## src/pqc_pkg.sv

```systemverilog
// Constants for the performance event qualification and fixed counter block.
// Assumes a single core clock domain and an internal register select port.
package pqc_pkg;

  // Register select codes on the internal register port
  localparam logic [3:0] PQC_SEL_EVSEL_BASE = 4'h0;
  localparam logic [3:0] PQC_SEL_GPCTR_BASE = 4'h4;
  localparam logic [3:0] PQC_SEL_FIXCTR_BASE = 4'h8;
  localparam logic [3:0] PQC_SEL_FIXCTRL = 4'hC;

  // Counter geometry
  localparam int PQC_CTR_WIDTH = 40;
  localparam int PQC_NUM_FIXED = 3;
  localparam int PQC_NUM_GP = 2;
  localparam int PQC_FIX_FIELD_W = 4;

  // Event select fields
  localparam int PQC_EVCODE_LSB = 0;
  localparam int PQC_UMASK_LSB = 8;
  localparam int PQC_EVSEL_USR_BIT = 16;
  localparam int PQC_EVSEL_OS_BIT = 17;
  localparam int PQC_EVSEL_INT_BIT = 20;
  localparam int PQC_EVSEL_EN_BIT = 22;
  localparam logic [63:0] PQC_EVSEL_RESET = 64'h0000_0000_0000_0000;

  // Qualifier mask sub-fields, positions within the 8-bit mask
  localparam int PQC_Q_CORE_HI = 7;
  localparam int PQC_Q_CORE_LO = 6;
  localparam int PQC_Q_AGENT = 5;
  localparam int PQC_Q_PF_HI = 5;
  localparam int PQC_Q_PF_LO = 4;
  localparam logic [1:0] PQC_CORE_ALL = 2'h3;
  localparam logic [1:0] PQC_CORE_SELF = 2'h1;
  localparam logic [1:0] PQC_PF_ALL = 2'h3;
  localparam logic [1:0] PQC_PF_ONLY = 2'h1;
  localparam logic [1:0] PQC_PF_EXCL = 2'h0;

  // Which state-like sub-field an event uses
  typedef enum logic [1:0] {
    PQC_KIND_NONE  = 2'h0,
    PQC_KIND_MESI  = 2'h1,
    PQC_KIND_SRESP = 2'h2,
    PQC_KIND_STYPE = 2'h3
  } pqc_kind_e;

  // Fixed counter control field bits
  localparam int PQC_FIX_RING0_BIT = 0;
  localparam int PQC_FIX_RINGN_BIT = 1;
  localparam int PQC_FIX_IRQ_BIT = 3;
  localparam logic [11:0] PQC_FIXCTRL_RESET = 12'h000;
  localparam logic [3:0] PQC_FIX_FIELD_MASK = 4'hB;

endpackage

```

## src/pqc_qualify.sv

```systemverilog
// Qualifier mask decode for one general-purpose counter's event stream.
// Assumes event attributes arrive on the core clock, already aligned to the pulse.
`timescale 1ns/10ps
module pqc_qualify (
  // Qualifier mask from the event select register
  input  wire logic [7:0]            umask_in,
  // Which sub-fields the selected event supports
  input  wire logic                  has_core_in,
  input  wire logic                  has_agent_in,
  input  wire logic                  has_prefetch_in,
  input  wire logic                  core_only_in,
  input  wire pqc_pkg::pqc_kind_e    kind_in,
  // Event occurrence and its attributes
  input  wire logic                  ev_pulse_in,
  input  wire logic                  ev_own_core_in,
  input  wire logic                  ev_own_agent_in,
  input  wire logic                  ev_hw_prefetch_in,
  input  wire logic [3:0]            ev_line_state_in,
  input  wire logic [2:0]            ev_snoop_resp_in,
  input  wire logic [1:0]            ev_snoop_type_in,
  // Qualified event
  output logic                       hit_out
);
  import pqc_pkg::*;

  logic core_ok;
  logic agent_ok;
  logic pf_ok;
  logic state_ok;

  ////////////////////////////////////////////////////////////////////////////
  // Topology qualifiers
  always_comb begin
    core_ok = 1'b1;
    // Core-only conditions ignore topology encodings
    if (has_core_in && !core_only_in) begin
      unique case (umask_in[PQC_Q_CORE_HI:PQC_Q_CORE_LO])
        PQC_CORE_ALL:  core_ok = 1'b1;
        PQC_CORE_SELF: core_ok = ev_own_core_in;
        default:       core_ok = 1'b0;
      endcase
    end
  end

  always_comb begin
    agent_ok = 1'b1;
    if (has_agent_in && !core_only_in) begin
      agent_ok = umask_in[PQC_Q_AGENT] | ev_own_agent_in;
    end
  end

  // Agent and prefetch share bit 13; agent use wins so both never apply
  always_comb begin
    pf_ok = 1'b1;
    if (has_prefetch_in && !has_agent_in) begin
      unique case (umask_in[PQC_Q_PF_HI:PQC_Q_PF_LO])
        PQC_PF_ALL:  pf_ok = 1'b1;
        PQC_PF_ONLY: pf_ok = ev_hw_prefetch_in;
        PQC_PF_EXCL: pf_ok = !ev_hw_prefetch_in;
        default:     pf_ok = 1'b0;
      endcase
    end
  end

  ////////////////////////////////////////////////////////////////////////////
  // State-like qualifiers, one kind per event
  always_comb begin
    unique case (kind_in)
      PQC_KIND_MESI:  state_ok = |(umask_in[3:0] & ev_line_state_in);
      PQC_KIND_SRESP: state_ok = |({umask_in[3], umask_in[1:0]} & ev_snoop_resp_in);
      PQC_KIND_STYPE: state_ok = |(umask_in[1:0] & ev_snoop_type_in);
      default:        state_ok = 1'b1;
    endcase
  end

  assign hit_out = ev_pulse_in & core_ok & agent_ok & pf_ok & state_ok;

endmodule // pqc_qualify

```

## src/pqc_counters.sv

```systemverilog
// Function
// - Bits 15:8 of event select are qualifier
// - Core field: 11 all cores, 01 self
// - Agent bit: 0 this agent, 1 all
// - Prefetch field: 11 all, 01 only, 00 exclude
// - Agent and prefetch qualification never combined
// - Events may use none or allowed pairs
// - Core-only events ignore core and agent fields
// - Bits 11:8 select modified, exclusive, shared, invalid
// - No state bit set means no count
// - Snoop response: modified-hit, hit, clean; 10 reserved
// - Snoop type: invalidate bit 9, share bit 8
// - At most one state-like sub-field per event
// - Counters undefined after reset; software loads them
// - Three fixed 40-bit counters; upper bits zero
// - Fixed counters ignore event select and mask
// - One 4-bit control field per fixed counter
// - Bit 0 enables counting at ring zero
// - Bit 1 enables counting above ring zero
// - 00 stops counting; 11 counts any ring
// - Fourth bit raises interrupt on overflow
// - Global enable ANDed with privilege enables
//
// Top of the event qualification and fixed counter block.
// Assumes event sources, ring level and global enables share the core clock.
`timescale 1ns/10ps
module pqc_counters #(
  parameter int NUM_GP    = pqc_pkg::PQC_NUM_GP,
  parameter int CTR_WIDTH = pqc_pkg::PQC_CTR_WIDTH
) (
  // Clock and reset
  input  wire logic                        clock_in,
  input  wire logic                        rstn_in,
  // Register port
  input  wire logic [3:0]                  reg_sel_in,
  input  wire logic                        reg_wr_in,
  input  wire logic                        reg_rd_in,
  input  wire logic [63:0]                 reg_wdata_in,
  output logic [63:0]                      reg_rdata_out,
  output logic                             reg_rvalid_out,
  // Processor state
  input  wire logic                        ring0_in,
  input  wire logic [NUM_GP-1:0]           gp_global_en_in,
  input  wire logic [2:0]                  fix_global_en_in,
  // Event code routing back to the core
  output logic [NUM_GP*8-1:0]              gp_event_code_out,
  // General-purpose event streams and attributes
  input  wire logic [NUM_GP-1:0]           gp_ev_pulse_in,
  input  wire logic [NUM_GP-1:0]           gp_has_core_in,
  input  wire logic [NUM_GP-1:0]           gp_has_agent_in,
  input  wire logic [NUM_GP-1:0]           gp_has_prefetch_in,
  input  wire logic [NUM_GP-1:0]           gp_core_only_in,
  input  wire logic [NUM_GP*2-1:0]         gp_kind_in,
  input  wire logic [NUM_GP-1:0]           gp_own_core_in,
  input  wire logic [NUM_GP-1:0]           gp_own_agent_in,
  input  wire logic [NUM_GP-1:0]           gp_hw_prefetch_in,
  input  wire logic [NUM_GP*4-1:0]         gp_line_state_in,
  input  wire logic [NUM_GP*3-1:0]         gp_snoop_resp_in,
  input  wire logic [NUM_GP*2-1:0]         gp_snoop_type_in,
  // Fixed-function event streams
  input  wire logic [2:0]                  fix_ev_pulse_in,
  // Overflow reporting toward the interrupt controller
  output logic [NUM_GP-1:0]                gp_overflow_out,
  output logic [2:0]                       fix_overflow_out,
  output logic                             overflow_irq_out
);
  import pqc_pkg::*;

  localparam int NFIX = PQC_NUM_FIXED;
  localparam int FW = PQC_FIX_FIELD_W;

  ////////////////////////////////////////////////////////////////////////////
  // Shared helpers

  // Privilege gate used by both counter kinds
  function automatic logic priv_ok(input logic ring0_en, input logic ringn_en,
                                   input logic at_ring0, input logic global_en);
    priv_ok = global_en & ((ring0_en & at_ring0) | (ringn_en & !at_ring0));
  endfunction

  // Counter register write data: only the low counter bits are kept
  function automatic logic [CTR_WIDTH-1:0] ctr_wdata(input logic [63:0] d);
    ctr_wdata = d[CTR_WIDTH-1:0];
  endfunction

  // Zero-extend a counter for read-back
  function automatic logic [63:0] ctr_rdata(input logic [CTR_WIDTH-1:0] c);
    ctr_rdata = {{(64 - CTR_WIDTH){1'b0}}, c};
  endfunction

  ////////////////////////////////////////////////////////////////////////////
  // Storage

  logic [63:0]          evsel [NUM_GP];
  logic [CTR_WIDTH-1:0] gp_ctr [NUM_GP];
  logic [CTR_WIDTH-1:0] fix_ctr [NFIX];
  logic [11:0]          fix_ctrl;

  logic [NUM_GP-1:0]    gp_hit;
  logic [NUM_GP-1:0]    gp_count;
  logic [NUM_GP-1:0]    gp_wrap;
  logic [NUM_GP-1:0]    gp_wr;
  logic [NFIX-1:0]      fix_count;
  logic [NFIX-1:0]      fix_wrap;
  logic [NFIX-1:0]      fix_wr;
  logic                 next_irq;
  logic [63:0]          next_rdata;

  ////////////////////////////////////////////////////////////////////////////
  // Register decode

  always_comb begin
    for (int i = 0; i < NUM_GP; i++) begin
      gp_wr[i] = reg_wr_in && (reg_sel_in == 4'(PQC_SEL_GPCTR_BASE + 4'(i)));
    end
    for (int i = 0; i < NFIX; i++) begin
      fix_wr[i] = reg_wr_in && (reg_sel_in == 4'(PQC_SEL_FIXCTR_BASE + 4'(i)));
    end
  end

  // Event select registers
  always_ff @(posedge clock_in or negedge rstn_in) begin
    if (!rstn_in) begin
      for (int i = 0; i < NUM_GP; i++) begin
        evsel[i] <= PQC_EVSEL_RESET;
      end
    end else if (reg_wr_in) begin
      for (int i = 0; i < NUM_GP; i++) begin
        if (reg_sel_in == 4'(PQC_SEL_EVSEL_BASE + 4'(i))) begin
          evsel[i] <= reg_wdata_in;
        end
      end
    end
  end

  // Fixed counter control: bit 2 of each field is not implemented
  always_ff @(posedge clock_in or negedge rstn_in) begin
    if (!rstn_in) begin
      fix_ctrl <= PQC_FIXCTRL_RESET;
    end else if (reg_wr_in && reg_sel_in == PQC_SEL_FIXCTRL) begin
      for (int i = 0; i < NFIX; i++) begin
        fix_ctrl[i*FW +: FW] <= reg_wdata_in[i*FW +: FW] & PQC_FIX_FIELD_MASK;
      end
    end
  end

  // Event codes handed to the core so it routes the chosen event here
  always_ff @(posedge clock_in or negedge rstn_in) begin
    if (!rstn_in) begin
      gp_event_code_out <= '0;
    end else begin
      for (int i = 0; i < NUM_GP; i++) begin
        gp_event_code_out[i*8 +: 8] <= evsel[i][PQC_EVCODE_LSB +: 8];
      end
    end
  end

  ////////////////////////////////////////////////////////////////////////////
  // Qualification of general-purpose events

  for (genvar g = 0; g < NUM_GP; g++) begin : g_qual
    pqc_qualify u_qualify (
      .umask_in          (evsel[g][PQC_UMASK_LSB +: 8]),
      .has_core_in       (gp_has_core_in[g]),
      .has_agent_in      (gp_has_agent_in[g]),
      .has_prefetch_in   (gp_has_prefetch_in[g]),
      .core_only_in      (gp_core_only_in[g]),
      .kind_in           (pqc_kind_e'(gp_kind_in[g*2 +: 2])),
      .ev_pulse_in       (gp_ev_pulse_in[g]),
      .ev_own_core_in    (gp_own_core_in[g]),
      .ev_own_agent_in   (gp_own_agent_in[g]),
      .ev_hw_prefetch_in (gp_hw_prefetch_in[g]),
      .ev_line_state_in  (gp_line_state_in[g*4 +: 4]),
      .ev_snoop_resp_in  (gp_snoop_resp_in[g*3 +: 3]),
      .ev_snoop_type_in  (gp_snoop_type_in[g*2 +: 2]),
      .hit_out           (gp_hit[g])
    );
  end

  always_comb begin
    for (int i = 0; i < NUM_GP; i++) begin
      gp_count[i] = gp_hit[i] && evsel[i][PQC_EVSEL_EN_BIT] &&
                    priv_ok(evsel[i][PQC_EVSEL_OS_BIT], evsel[i][PQC_EVSEL_USR_BIT],
                            ring0_in, gp_global_en_in[i]);
      gp_wrap[i] = gp_count[i] && (&gp_ctr[i]);
    end
  end

  // Counters carry no reset: software loads them before enabling
  always_ff @(posedge clock_in) begin
    for (int i = 0; i < NUM_GP; i++) begin
      if (gp_wr[i]) begin
        gp_ctr[i] <= ctr_wdata(reg_wdata_in);
      end else if (gp_count[i]) begin
        gp_ctr[i] <= gp_ctr[i] + 1'b1;
      end
    end
  end

  ////////////////////////////////////////////////////////////////////////////
  // Fixed-function counters, gated by their control fields and global enables, not event select

  always_comb begin
    for (int i = 0; i < NFIX; i++) begin
      fix_count[i] = fix_ev_pulse_in[i] &&
                     priv_ok(fix_ctrl[i*FW + PQC_FIX_RING0_BIT],
                             fix_ctrl[i*FW + PQC_FIX_RINGN_BIT],
                             ring0_in, fix_global_en_in[i]);
      fix_wrap[i] = fix_count[i] && (&fix_ctr[i]);
    end
  end

  // Same no-reset policy as the general counters
  always_ff @(posedge clock_in) begin
    for (int i = 0; i < NFIX; i++) begin
      if (fix_wr[i]) begin
        fix_ctr[i] <= ctr_wdata(reg_wdata_in);
      end else if (fix_count[i]) begin
        fix_ctr[i] <= fix_ctr[i] + 1'b1;
      end
    end
  end

  ////////////////////////////////////////////////////////////////////////////
  // Overflow reporting

  // A write in the wrap cycle wins, so no stale overflow is reported
  always_ff @(posedge clock_in or negedge rstn_in) begin
    if (!rstn_in) begin
      gp_overflow_out  <= '0;
      fix_overflow_out <= '0;
    end else begin
      gp_overflow_out  <= gp_wrap & ~gp_wr;
      fix_overflow_out <= fix_wrap & ~fix_wr;
    end
  end

  always_comb begin
    next_irq = 1'b0;
    for (int i = 0; i < NFIX; i++) begin
      if (fix_wrap[i] && !fix_wr[i] && fix_ctrl[i*FW + PQC_FIX_IRQ_BIT]) begin
        next_irq = 1'b1;
      end
    end
    for (int i = 0; i < NUM_GP; i++) begin
      if (gp_wrap[i] && !gp_wr[i] && evsel[i][PQC_EVSEL_INT_BIT]) begin
        next_irq = 1'b1;
      end
    end
  end

  // One-cycle request to the local interrupt controller
  always_ff @(posedge clock_in or negedge rstn_in) begin
    if (!rstn_in) begin
      overflow_irq_out <= 1'b0;
    end else begin
      overflow_irq_out <= next_irq;
    end
  end

  ////////////////////////////////////////////////////////////////////////////
  // Read-back, one cycle after the read strobe; unmapped selects read zero

  always_comb begin
    next_rdata = 64'h0000_0000_0000_0000;
    for (int i = 0; i < NUM_GP; i++) begin
      if (reg_sel_in == 4'(PQC_SEL_EVSEL_BASE + 4'(i))) begin
        next_rdata = evsel[i];
      end
      if (reg_sel_in == 4'(PQC_SEL_GPCTR_BASE + 4'(i))) begin
        next_rdata = ctr_rdata(gp_ctr[i]);
      end
    end
    for (int i = 0; i < NFIX; i++) begin
      if (reg_sel_in == 4'(PQC_SEL_FIXCTR_BASE + 4'(i))) begin
        next_rdata = ctr_rdata(fix_ctr[i]);
      end
    end
    if (reg_sel_in == PQC_SEL_FIXCTRL) begin
      next_rdata = {52'h0_0000_0000_0000, fix_ctrl};
    end
  end

  always_ff @(posedge clock_in or negedge rstn_in) begin
    if (!rstn_in) begin
      reg_rdata_out  <= 64'h0000_0000_0000_0000;
      reg_rvalid_out <= 1'b0;
    end else begin
      reg_rvalid_out <= reg_rd_in;
      if (reg_rd_in) begin
        reg_rdata_out <= next_rdata;
      end
    end
  end

endmodule // pqc_counters

```

## config.mk

```make
export PLATFORM = sky130hd
export DESIGN_NAME = pqc_counters
export DESIGN_NICKNAME = d
export VERILOG_FILES = /design/src/pqc_pkg.sv /design/src/pqc_qualify.sv /design/src/pqc_counters.sv
export SDC_FILE = /design/constraint.sdc
export NUM_CORES = 1
export LEC_CHECK = 0
export BUFFER_PORTS_ARGS = -buffer_cell sky130_fd_sc_hd__buf_2
export CAP_MARGIN = 20
export CORE_MARGIN = 2
export CORE_UTILIZATION = 50
export DETAILED_ROUTE_END_ITERATION = 8
export PLACE_DENSITY = 0.7
export SYNTH_ARGS = -nofsm -noshare
export SYNTH_HDL_FRONTEND = slang
export SYNTH_SLANG_ARGS = --single-unit
```

## constraint.sdc

```tcl
create_clock -name clock_in -period 5.1 [get_ports clock_in]
set_input_delay 0.255 -clock clock_in [delete_from_list [all_inputs] [get_ports clock_in]]
set_output_delay 0.255 -clock clock_in [all_outputs]
set_load 0.02 [all_outputs]
```

# ---- Yosys cells after proc, flatten, opt, wreduce, memory -nomap -nowiden
# Memory sizes are Yosys's and may differ from the RTL's.
# Cells that the tools add are included.
# W data, S select, Z words.
dict set report totals {
  regBits 224
  elab_cells 199
  memories 2
  output_inout_bits 87
  in_bits 119
  ramBits 200
}
# memory depth width rd rd_clocked_by_memory_dff wr line_no
set mem_list {}
lappend mem_list {fix_ctr 3 40 3 0 3 pqc_counters.sv:96} ;# logic [CTR_WIDTH-1:0] fix_ctr [NFIX];
lappend mem_list {gp_ctr 2 40 2 0 2 pqc_counters.sv:95} ;# logic [CTR_WIDTH-1:0] gp_ctr [NUM_GP];
dict set report op_classes {
  eq_ne 21
  add_sub_neg 5
  bitwise 45
  n_mux 55
  n_reduce_logical 62
}
# operator count
set op_table {}
lappend op_table {{$mux W64} 8}
lappend op_table {{$add A40 B1 Y40 const B} 5}
lappend op_table {{$mux W40} 5}
lappend op_table {{$reduce_and A40 Y1} 5}
lappend op_table {{$mux W1} 36}
lappend op_table {{$logic_and A1 B1 Y1} 34}
lappend op_table {{$and A1 B1 Y1} 23}
lappend op_table {{$eq A2 B2 Y1 const B} 8}
lappend op_table {{$eq A4 B4 Y1 const B} 4}
lappend op_table {{$eq A2 B1 Y1 const B} 6}
lappend op_table {{$logic_not A1 Y1} 12}
lappend op_table {{$or A1 B1 Y1} 12}
lappend op_table {{$pmux W1 S3} 4}
lappend op_table {{$and A3 B3 Y3} 3}
lappend op_table {{$and A4 B4 Y4} 2}
lappend op_table {{$eq A4 B3 Y1 const B} 2}
lappend op_table {{$reduce_or A4 Y1} 2}
lappend op_table {{$and A2 B2 Y2} 3}
lappend op_table {{$reduce_or A3 Y1} 2}
lappend op_table {{$eq A4 B1 Y1 const B} 1}
lappend op_table {{$logic_not A2 Y1} 2}
lappend op_table {{$logic_not A4 Y1} 1}
lappend op_table {{$pmux W1 S2} 2}
lappend op_table {{$reduce_and A2 Y1} 2}
lappend op_table {{3 further kinds} 4}

# ---- Logic depth before layout (Yosys ltp)
# Gate-level depths: netlist (run 1).
dict set report logic_depth {
  ltp_word 14
  ltp_mapped 9
  ltp_nobuf 6
}

# ---- Hierarchy
# From an unflattened synthesis (run 1), not the netlist that was laid out.
dict set report hier_totals {
  hier_cells 2256
  area_unflattened_um2 23120.9
}
# module n_inst area_per_inst_um2 seq_area_each_um2 cells_per_inst
set by_module_without_submodules {}
lappend by_module_without_submodules {pqc_counters 1 22863.2 11611.1 2222}
lappend by_module_without_submodules {pqc_qualify 2 128.9 0.0 17}

# ---- Least setup slack after synthesis (run 1)
# Ideal clock, no wire load.
dict set report synth_path {
  path_type {register to register}
  start {register evsel[13] (netlist name)}
  end {memory gp_ctr[1][0] (netlist name), enable pin}
  synth_period_minus_slack_ns 4.273
  slack_ns 0.827
  arrival_ns 3.781
  stages_incl_launch_ff 5
  setup_ns 0.493
  cell_sequence {dfrtp_1 > or3_1 > nand4b_1 > nand3_1 > o21ai_0}
}
# item line_no
set synth_rtl {}
lappend synth_rtl {{from (decl)} pqc_counters.sv:94} ;# logic [63:0] evsel [NUM_GP];
lappend synth_rtl {{from (signal, indexed assignment)} pqc_counters.sv:130} ;# evsel[i] <= reg_wdata_in;
lappend synth_rtl {{to (decl)} pqc_counters.sv:95}

==> results of run 1 <==
-- worst max-delay path: stages (launching register included) --
cell and delay, ns:
dfrtp_1 0.43, a222oi_1 0.13, and4b_1 0.27, nor3_1 0.36, and3_2 0.93, mux2_2 0.43
-- worst paths after layout --
check | startpoint | endpoint | slack [ns] | depth (start not counted)
setup / recovery | evsel[72] | gp_ctr[0][27] | 2.27 | 5
hold / removal | reg_wdata_in[24] | evsel[88] | 0.08 | 2
setup reg to reg | evsel[72] | gp_ctr[0][27] | 2.27 | 5
hold reg to reg | evsel[6] | gp_event_code_out[14] | 0.40 | 0
max in group asynchronous | rstn_in | evsel[46] | 3.53 | 3
min in group asynchronous | rstn_in | gp_overflow_out[1] | 0.31 | 2
-- stage by stage --
step	setup WS, ns	hold slack [ns]
CTS	2.08	0.0456
global placement	2.01	0.375
detailed placement	2.02	0.392
floorplan	0.827	-0.0406
global route	2.14	0.0528
finish	2.27	0.0803
-- kinds of logic after synthesis --
kind of cell / count (synthesis) / share of synthesized area
AND/OR/NAND/NOR: 715 / 0.160
flip-flops: 424 / 0.508
AO/OA/AOI/OAI: 372 / 0.109
buffers and inverters: 234 / 0.0403
multiplexers: 224 / 0.110
XOR/XNOR: 182 / 0.0697
adder cells (fa/ha/maj): 5 / 0.00274
-- power groups by stage --
| stage | clock network, W | registers, W | logic, W |
|---|---|---|---|
| 2_1_floorplan | 0 | 0.00438 | 0.000698 |
| 3_3_place_gp | 0 | 0.00437 | 0.00117 |
| 3_5_place_dp | 0 | 0.00440 | 0.00122 |
| 4_1_cts | 0.00341 | 0.00433 | 0.00124 |
| 5_1_grt | 0.00354 | 0.00439 | 0.00135 |
| 6_report | 0.00337 | 0.00434 | 0.00124 |
-- area by class of cell --
type	count	area, µm²	area share
sequential	424	11600	0.441
multi-input combinational	1498	10500	0.400
timing repair buffer	262	1580	0.0600
clock buffer	72	1380	0.0525
tap	600	751	0.0285
inverter	88	330	0.0125
clock inverter	14	139	0.00528
antenna	3	7.51	0.000285
-- synthesized netlist by cell type, types with 8 or more instances --
cell,instances
a21oi_1,90
a221o_1,20
a221oi_1,9
a222oi_1,19
a22oi_1,55
a31oi_1,30
a32oi_1,8
and2_1,8
and3_1,33
and4_1,30
buf_2,32
clkbuf_1,108
dfrtp_1,224
edfxtp_1,200
inv_1,88
mux2_2,206
mux2i_1,13
nand2_1,164
nand2b_1,14
nand3_1,79
nand4_1,60
nor2_1,182
nor3_1,45
nor4_1,49
o211ai_1,11
o21ai_0,60
o22ai_1,29
o32ai_1,23
xnor2_1,122
xor2_1,60
-- flip-flops by register name, summed over array words and instances, names as in the netlist --
register	count
reg_rvalid_out	1
gp_ctr	80
evsel	128
fix_ctr	120
gp_event_code_out	16
gp_overflow_out	2
fix_ctrl	9
fix_overflow_out	3
overflow_irq_out	1
reg_rdata_out	64
-- timing repair --
action                                  in CTS  in global routing
hold buffers                                26                  0
endpoints found under the setup margin       0                  0
hold endpoints to repair                   168                  0
resized for setup                            0                  0
-- per-layer routing --
metal | GRT usage | up-vias | wire [µm]
li1 | - | 8333 | -
met1 | 0.384 | 9215 | 27700
met2 | 0.492 | 888 | 34200
met3 | 0.0697 | 186 | 6440
met4 | 0.149 | 4 | 3830
met5 | 0 | - | 24
==> impl_metrics.env, run 1 <==
export IMPL_ys_seq_area_frac=0.508
export IMPL_fin_util=0.581
export IMPL_worstPathRequired_ns=5.44
export IMPL_maxCapViolCount=0
export IMPL_async_flop_share=0.528
export IMPL_grt_pass1_vias=18100
export IMPL_gp_congestion=0.935
export IMPL_crit_fanout=40
export IMPL_synth_enable_flop_cells=200
export IMPL_syn_area_per_cell_um2=10.6
export IMPL_synth_area_leaders="edfxtp_1 26%, dfrtp_1 25%, mux2_2 10%"
export IMPL_p_seq_frac=0.485
export IMPL_internal_power_w=0.00648
export IMPL_clock_path_buffers=3
export IMPL_post_cts_buffers=0
export IMPL_core_um2=45300
export IMPL_ir_worst_vdd_mv=0.354
export IMPL_clkSlewWorstSetupHoldPaths_ns=0.06
export IMPL_slew_viol_final=0
export IMPL_ant_nets=0
export IMPL_overflow=0
export IMPL_viasPerCell=6.29
export IMPL_end_kind="register"
export IMPL_outcome="complete, no violations"
export IMPL_yosys_area_top_type="edfxtp_1"
export IMPL_yosys_warnings=0
export IMPL_mostFrequentLayoutCell="dfrtp_1"
export IMPL_worst_ep_arrival_time_ns=3.17
export IMPL_post_drt_wl_per_cell_um=24.4
export IMPL_drive_gt1_frac=0.229
export IMPL_finalCriticalPeriod_ns=2.83
export IMPL_clock_skew_ns=0.0143
export IMPL_p_leak_nw=10.0
export IMPL_layout_cells_non_filler=2961
export IMPL_numPortBuffers=205
export IMPL_slew_headroom=0.239
export IMPL_numCtsBuffers=46
export IMPL_start_util=0.505
export IMPL_worst_slew_pin_slew_ns=1.13
export IMPL_cts_sinks=424
export IMPL_totalNegativeSetupSlack_ns=0
export IMPL_wl_mm=72.2
export IMPL_drt_pass1_iter_count=8
export IMPL_post_route_period_util=0.555
export IMPL_grt_first_pass_wirelength_mm=109
export IMPL_cts_root_buf="clkbuf_16"
export IMPL_drc=0
export IMPL_power_frac_comb=0.139
export IMPL_pin_count=206
export IMPL_p_clk_frac=0.376
export IMPL_power_w=0.00895
export IMPL_p_sw_frac=0.276
export IMPL_cts_tree="yes"
export IMPL_antenna_found_initial=5
export IMPL_place_area_um2=24500
export IMPL_fp_dieW_um=218
export IMPL_fin_nets=2444
export IMPL_dp_cells=2844
export IMPL_fin_area_um2=26300
export IMPL_row_count=78
export IMPL_nFillCells=3853
export IMPL_netlist_area_um2=22900
export IMPL_dp_hpwl_mm=50.6
export IMPL_path_class="reg2reg"
export IMPL_vias=18600
export IMPL_yosysUniqueCellTypes=59
export IMPL_synth_nets=2280
export IMPL_p_switching_w=0.00247
export IMPL_hold_violations=0
export IMPL_worst_setup_path_start_kind="register"
export IMPL_die_height_um=218
export IMPL_synthCells=2156
export IMPL_fmax_mhz=354
export IMPL_layout_common_cells="224 x dfrtp_1, 206 x mux2_2, 205 x buf_2, 200 x edfxtp_1, 181 x nor2_1"
export IMPL_drtIter0Drc=2061
export IMPL_synth_main_ff_cell="dfrtp_1"
export IMPL_grt_max_degree=121
export IMPL_rsz0062_at_grt="no"
export IMPL_p_per_area_nw_per_um2=340
export IMPL_areaGrowthSynthToFinish_pct=15.2
export IMPL_synth_seq_cells=424
export IMPL_insertion_delay_ns=0.60
export IMPL_setup_violations=0
export IMPL_min_path_type="in2reg"
export IMPL_synth_top_area_frac=0.263
export IMPL_grt_use_total=0.304
export IMPL_die_area_um2=47400
export IMPL_cts_htree_levels=2
Power figures use the tool's default switching activity.
==> inputs of run 2 (changes only) <==
- clock period: 5.1 -> 2.8 ns (I/O delays scaled with it)
==> run 2 against run 1 <==
- final area up 2.3%
- count of clock-buffer cells in the layout up 5
- non-clock buffer count up 59
- worst hold slack worse by 0.072 ns
- clock skew up 0.0090 ns
- final cell count up 2.0%
- core utilization up 1.4 points
- sequential share of layout area down 1.0 points
- via count up 2.5%
- critical path depth unchanged
- highest routed layer unchanged
==> impl_metrics.env, run 2 (synthesized netlist as in run 1, its figures left out) <==
export IMPL_outcome="complete, no violations"
export IMPL_cts_sinks=424
export IMPL_end_kind="register"
export IMPL_rsz0062_at_grt="no"
export IMPL_start_util=0.505
export IMPL_ir_worst_vdd_mv=0.548
export IMPL_die_area_um2=47400
export IMPL_p_leak_nw=10.3
export IMPL_pin_count=206
export IMPL_die_height_um=218
export IMPL_clock_path_buffers=3
export IMPL_layout_cells_non_filler=3020
export IMPL_p_per_area_nw_per_um2=610
export IMPL_drtIter0Drc=2219
export IMPL_setup_violations=0
export IMPL_setup_ws_ns=0.389
export IMPL_grt_max_degree=105
export IMPL_post_route_period_util=0.861
export IMPL_cp_top_family="simple AND/OR/NAND/NOR gates"
export IMPL_fp_dieW_um=218
export IMPL_antenna_found_initial=3
export IMPL_whs_ns=0.00834
export IMPL_min_path_type="in2reg"
export IMPL_fin_nets=2503
export IMPL_critPathMaxStageDelay_ns=0.68
export IMPL_dp_cells=2890
export IMPL_core_um2=45300
export IMPL_overflow=0
export IMPL_worst_slew_pin_slew_ns=0.890
export IMPL_clkSlewWorstSetupHoldPaths_ns=0.06
export IMPL_drt_pass1_iter_count=8
export IMPL_post_drt_wl_per_cell_um=24.3
export IMPL_grt_first_pass_wirelength_mm=112
export IMPL_totalNegativeSetupSlack_ns=0
export IMPL_grt_pass1_vias=18900
export IMPL_viasPerCell=6.32
export IMPL_fin_util=0.595
export IMPL_place_ws_ns=0.406
export IMPL_wl_mm=73.3
export IMPL_fmax_mhz=415
export IMPL_slew_headroom=0.406
export IMPL_worstPathRequired_ns=3.26
export IMPL_top_register="evsel"
export IMPL_post_cts_buffers=0
export IMPL_hold_violations=0
export IMPL_insertion_delay_ns=0.59
export IMPL_dp_hpwl_mm=52.4
export IMPL_worst_ep_arrival_time_ns=2.87
export IMPL_vias=19100
export IMPL_numPortBuffers=205
export IMPL_path_class="reg2reg"
export IMPL_largest_registers="evsel (128), fix_ctr (120), gp_ctr (80)"
export IMPL_worst_setup_path_start_kind="register"
export IMPL_mostFrequentLayoutCell="dfrtp_1"
export IMPL_cts_tree="yes"
export IMPL_finalCriticalPeriod_ns=2.41
export IMPL_timing_critical_path_mode_cell="or4_1"
export IMPL_cp_slowest_cell="or4_1"
export IMPL_drc=0
export IMPL_ant_nets=0
export IMPL_maxCapViolCount=0
export IMPL_gp_congestion=0.975
export IMPL_areaGrowthSynthToFinish_pct=17.9
export IMPL_drive_gt1_frac=0.242
export IMPL_crit_buf_inv=0
export IMPL_grt_use_total=0.309
export IMPL_clock_skew_ns=0.0233
export IMPL_numCtsBuffers=46
export IMPL_layout_common_cells="224 x dfrtp_1, 206 x mux2_2, 204 x buf_2, 200 x edfxtp_1, 181 x nor2_1"
export IMPL_path_cells="nand4_2 > or4_1 > or3_4 > or4_1 > nand3_1"
export IMPL_largest_reg_flops=128
export IMPL_row_count=78
export IMPL_slew_viol_final=0
export IMPL_cts_root_buf="clkbuf_16"
export IMPL_crit_fanout=7
export IMPL_cts_htree_levels=2
==> run 2: changes by cell type in the layout (fill, tap and decap cells not counted), sizes merged <==
cell	previous run	this run
buf	236	280
bufinv	1	0
clkbuf	72	77
clkinv	10	7
diode	3	4
dlygate4sd3	26	41
inv	90	88
==> run 2: path summary, 6_finish.rpt <==
check | slack, ns | startpoint | depth (start not counted) | end
max | 0.39 | fix_ctr[2][18] | 5 | fix_ctr[2][39]
min | 0.008 | reg_wdata_in[24] | 2 | evsel[24]
max reg2reg | 0.39 | fix_ctr[2][18] | 5 | fix_ctr[2][39]
min reg2reg | 0.40 | evsel[70] | 0 | gp_event_code_out[6]
max in group asynchronous | 1.81 | rstn_in | 3 | reg_rdata_out[57]
min in group asynchronous | 0.06 | rstn_in | 2 | evsel[92]
==> run 2: area by class of cell <==
class / count / area (µm²)
diodes: 4 / 10.0
clock buffers: 77 / 1490
clock inverters: 8 / 42.5
fillers: 3826 / 18300
inverters: 88 / 330
multi-input cells: 1498 / 10500
flip-flops and latches: 424 / 11600
well taps: 600 / 751
repair buffers: 321 / 2180
==> run 2: where the power goes <==
part           total [W]  internal (W)  leakage [nW]  switching (W)
sequential       0.00789       0.00733          4.64       0.000566
combinational    0.00236       0.00102          4.94        0.00134
clock            0.00618       0.00363         0.759        0.00255
total             0.0164        0.0120          10.3        0.00446
==> run 2: metrics by stage <==
stage / area (µm²) / total power, W
CTS: 26900 / 0.0165
finish: 26900 / 0.0164
detailed placement: 25000 / 0.0103
floorplan: 22900 / 0.00924
global route: 26900 / 0.0170
global placement: 25000 / 0.0102
==> run 2: repair_timing <==
item,4_1_cts,5_1_grt
hold endpoints to repair,204,0
gates resized for setup,0,0
hold buffers,41,0
==> run 2: routing by layer <==
| metal | GRT usage | wire length, µm |
|---|---|---|
| met4 | 0.188 | 4970 |
| met5 | 0 | 13 |
| met1 | 0.384 | 28000 |
| met2 | 0.501 | 34000 |
| met3 | 0.0587 | 6310 |
==> run 2: worst reg2reg max path, delay by kind of cell, from the launching register on <==
family           cells  cell delay, ns
flip-flops           1            0.48
AND/OR/NAND/NOR      5            1.81
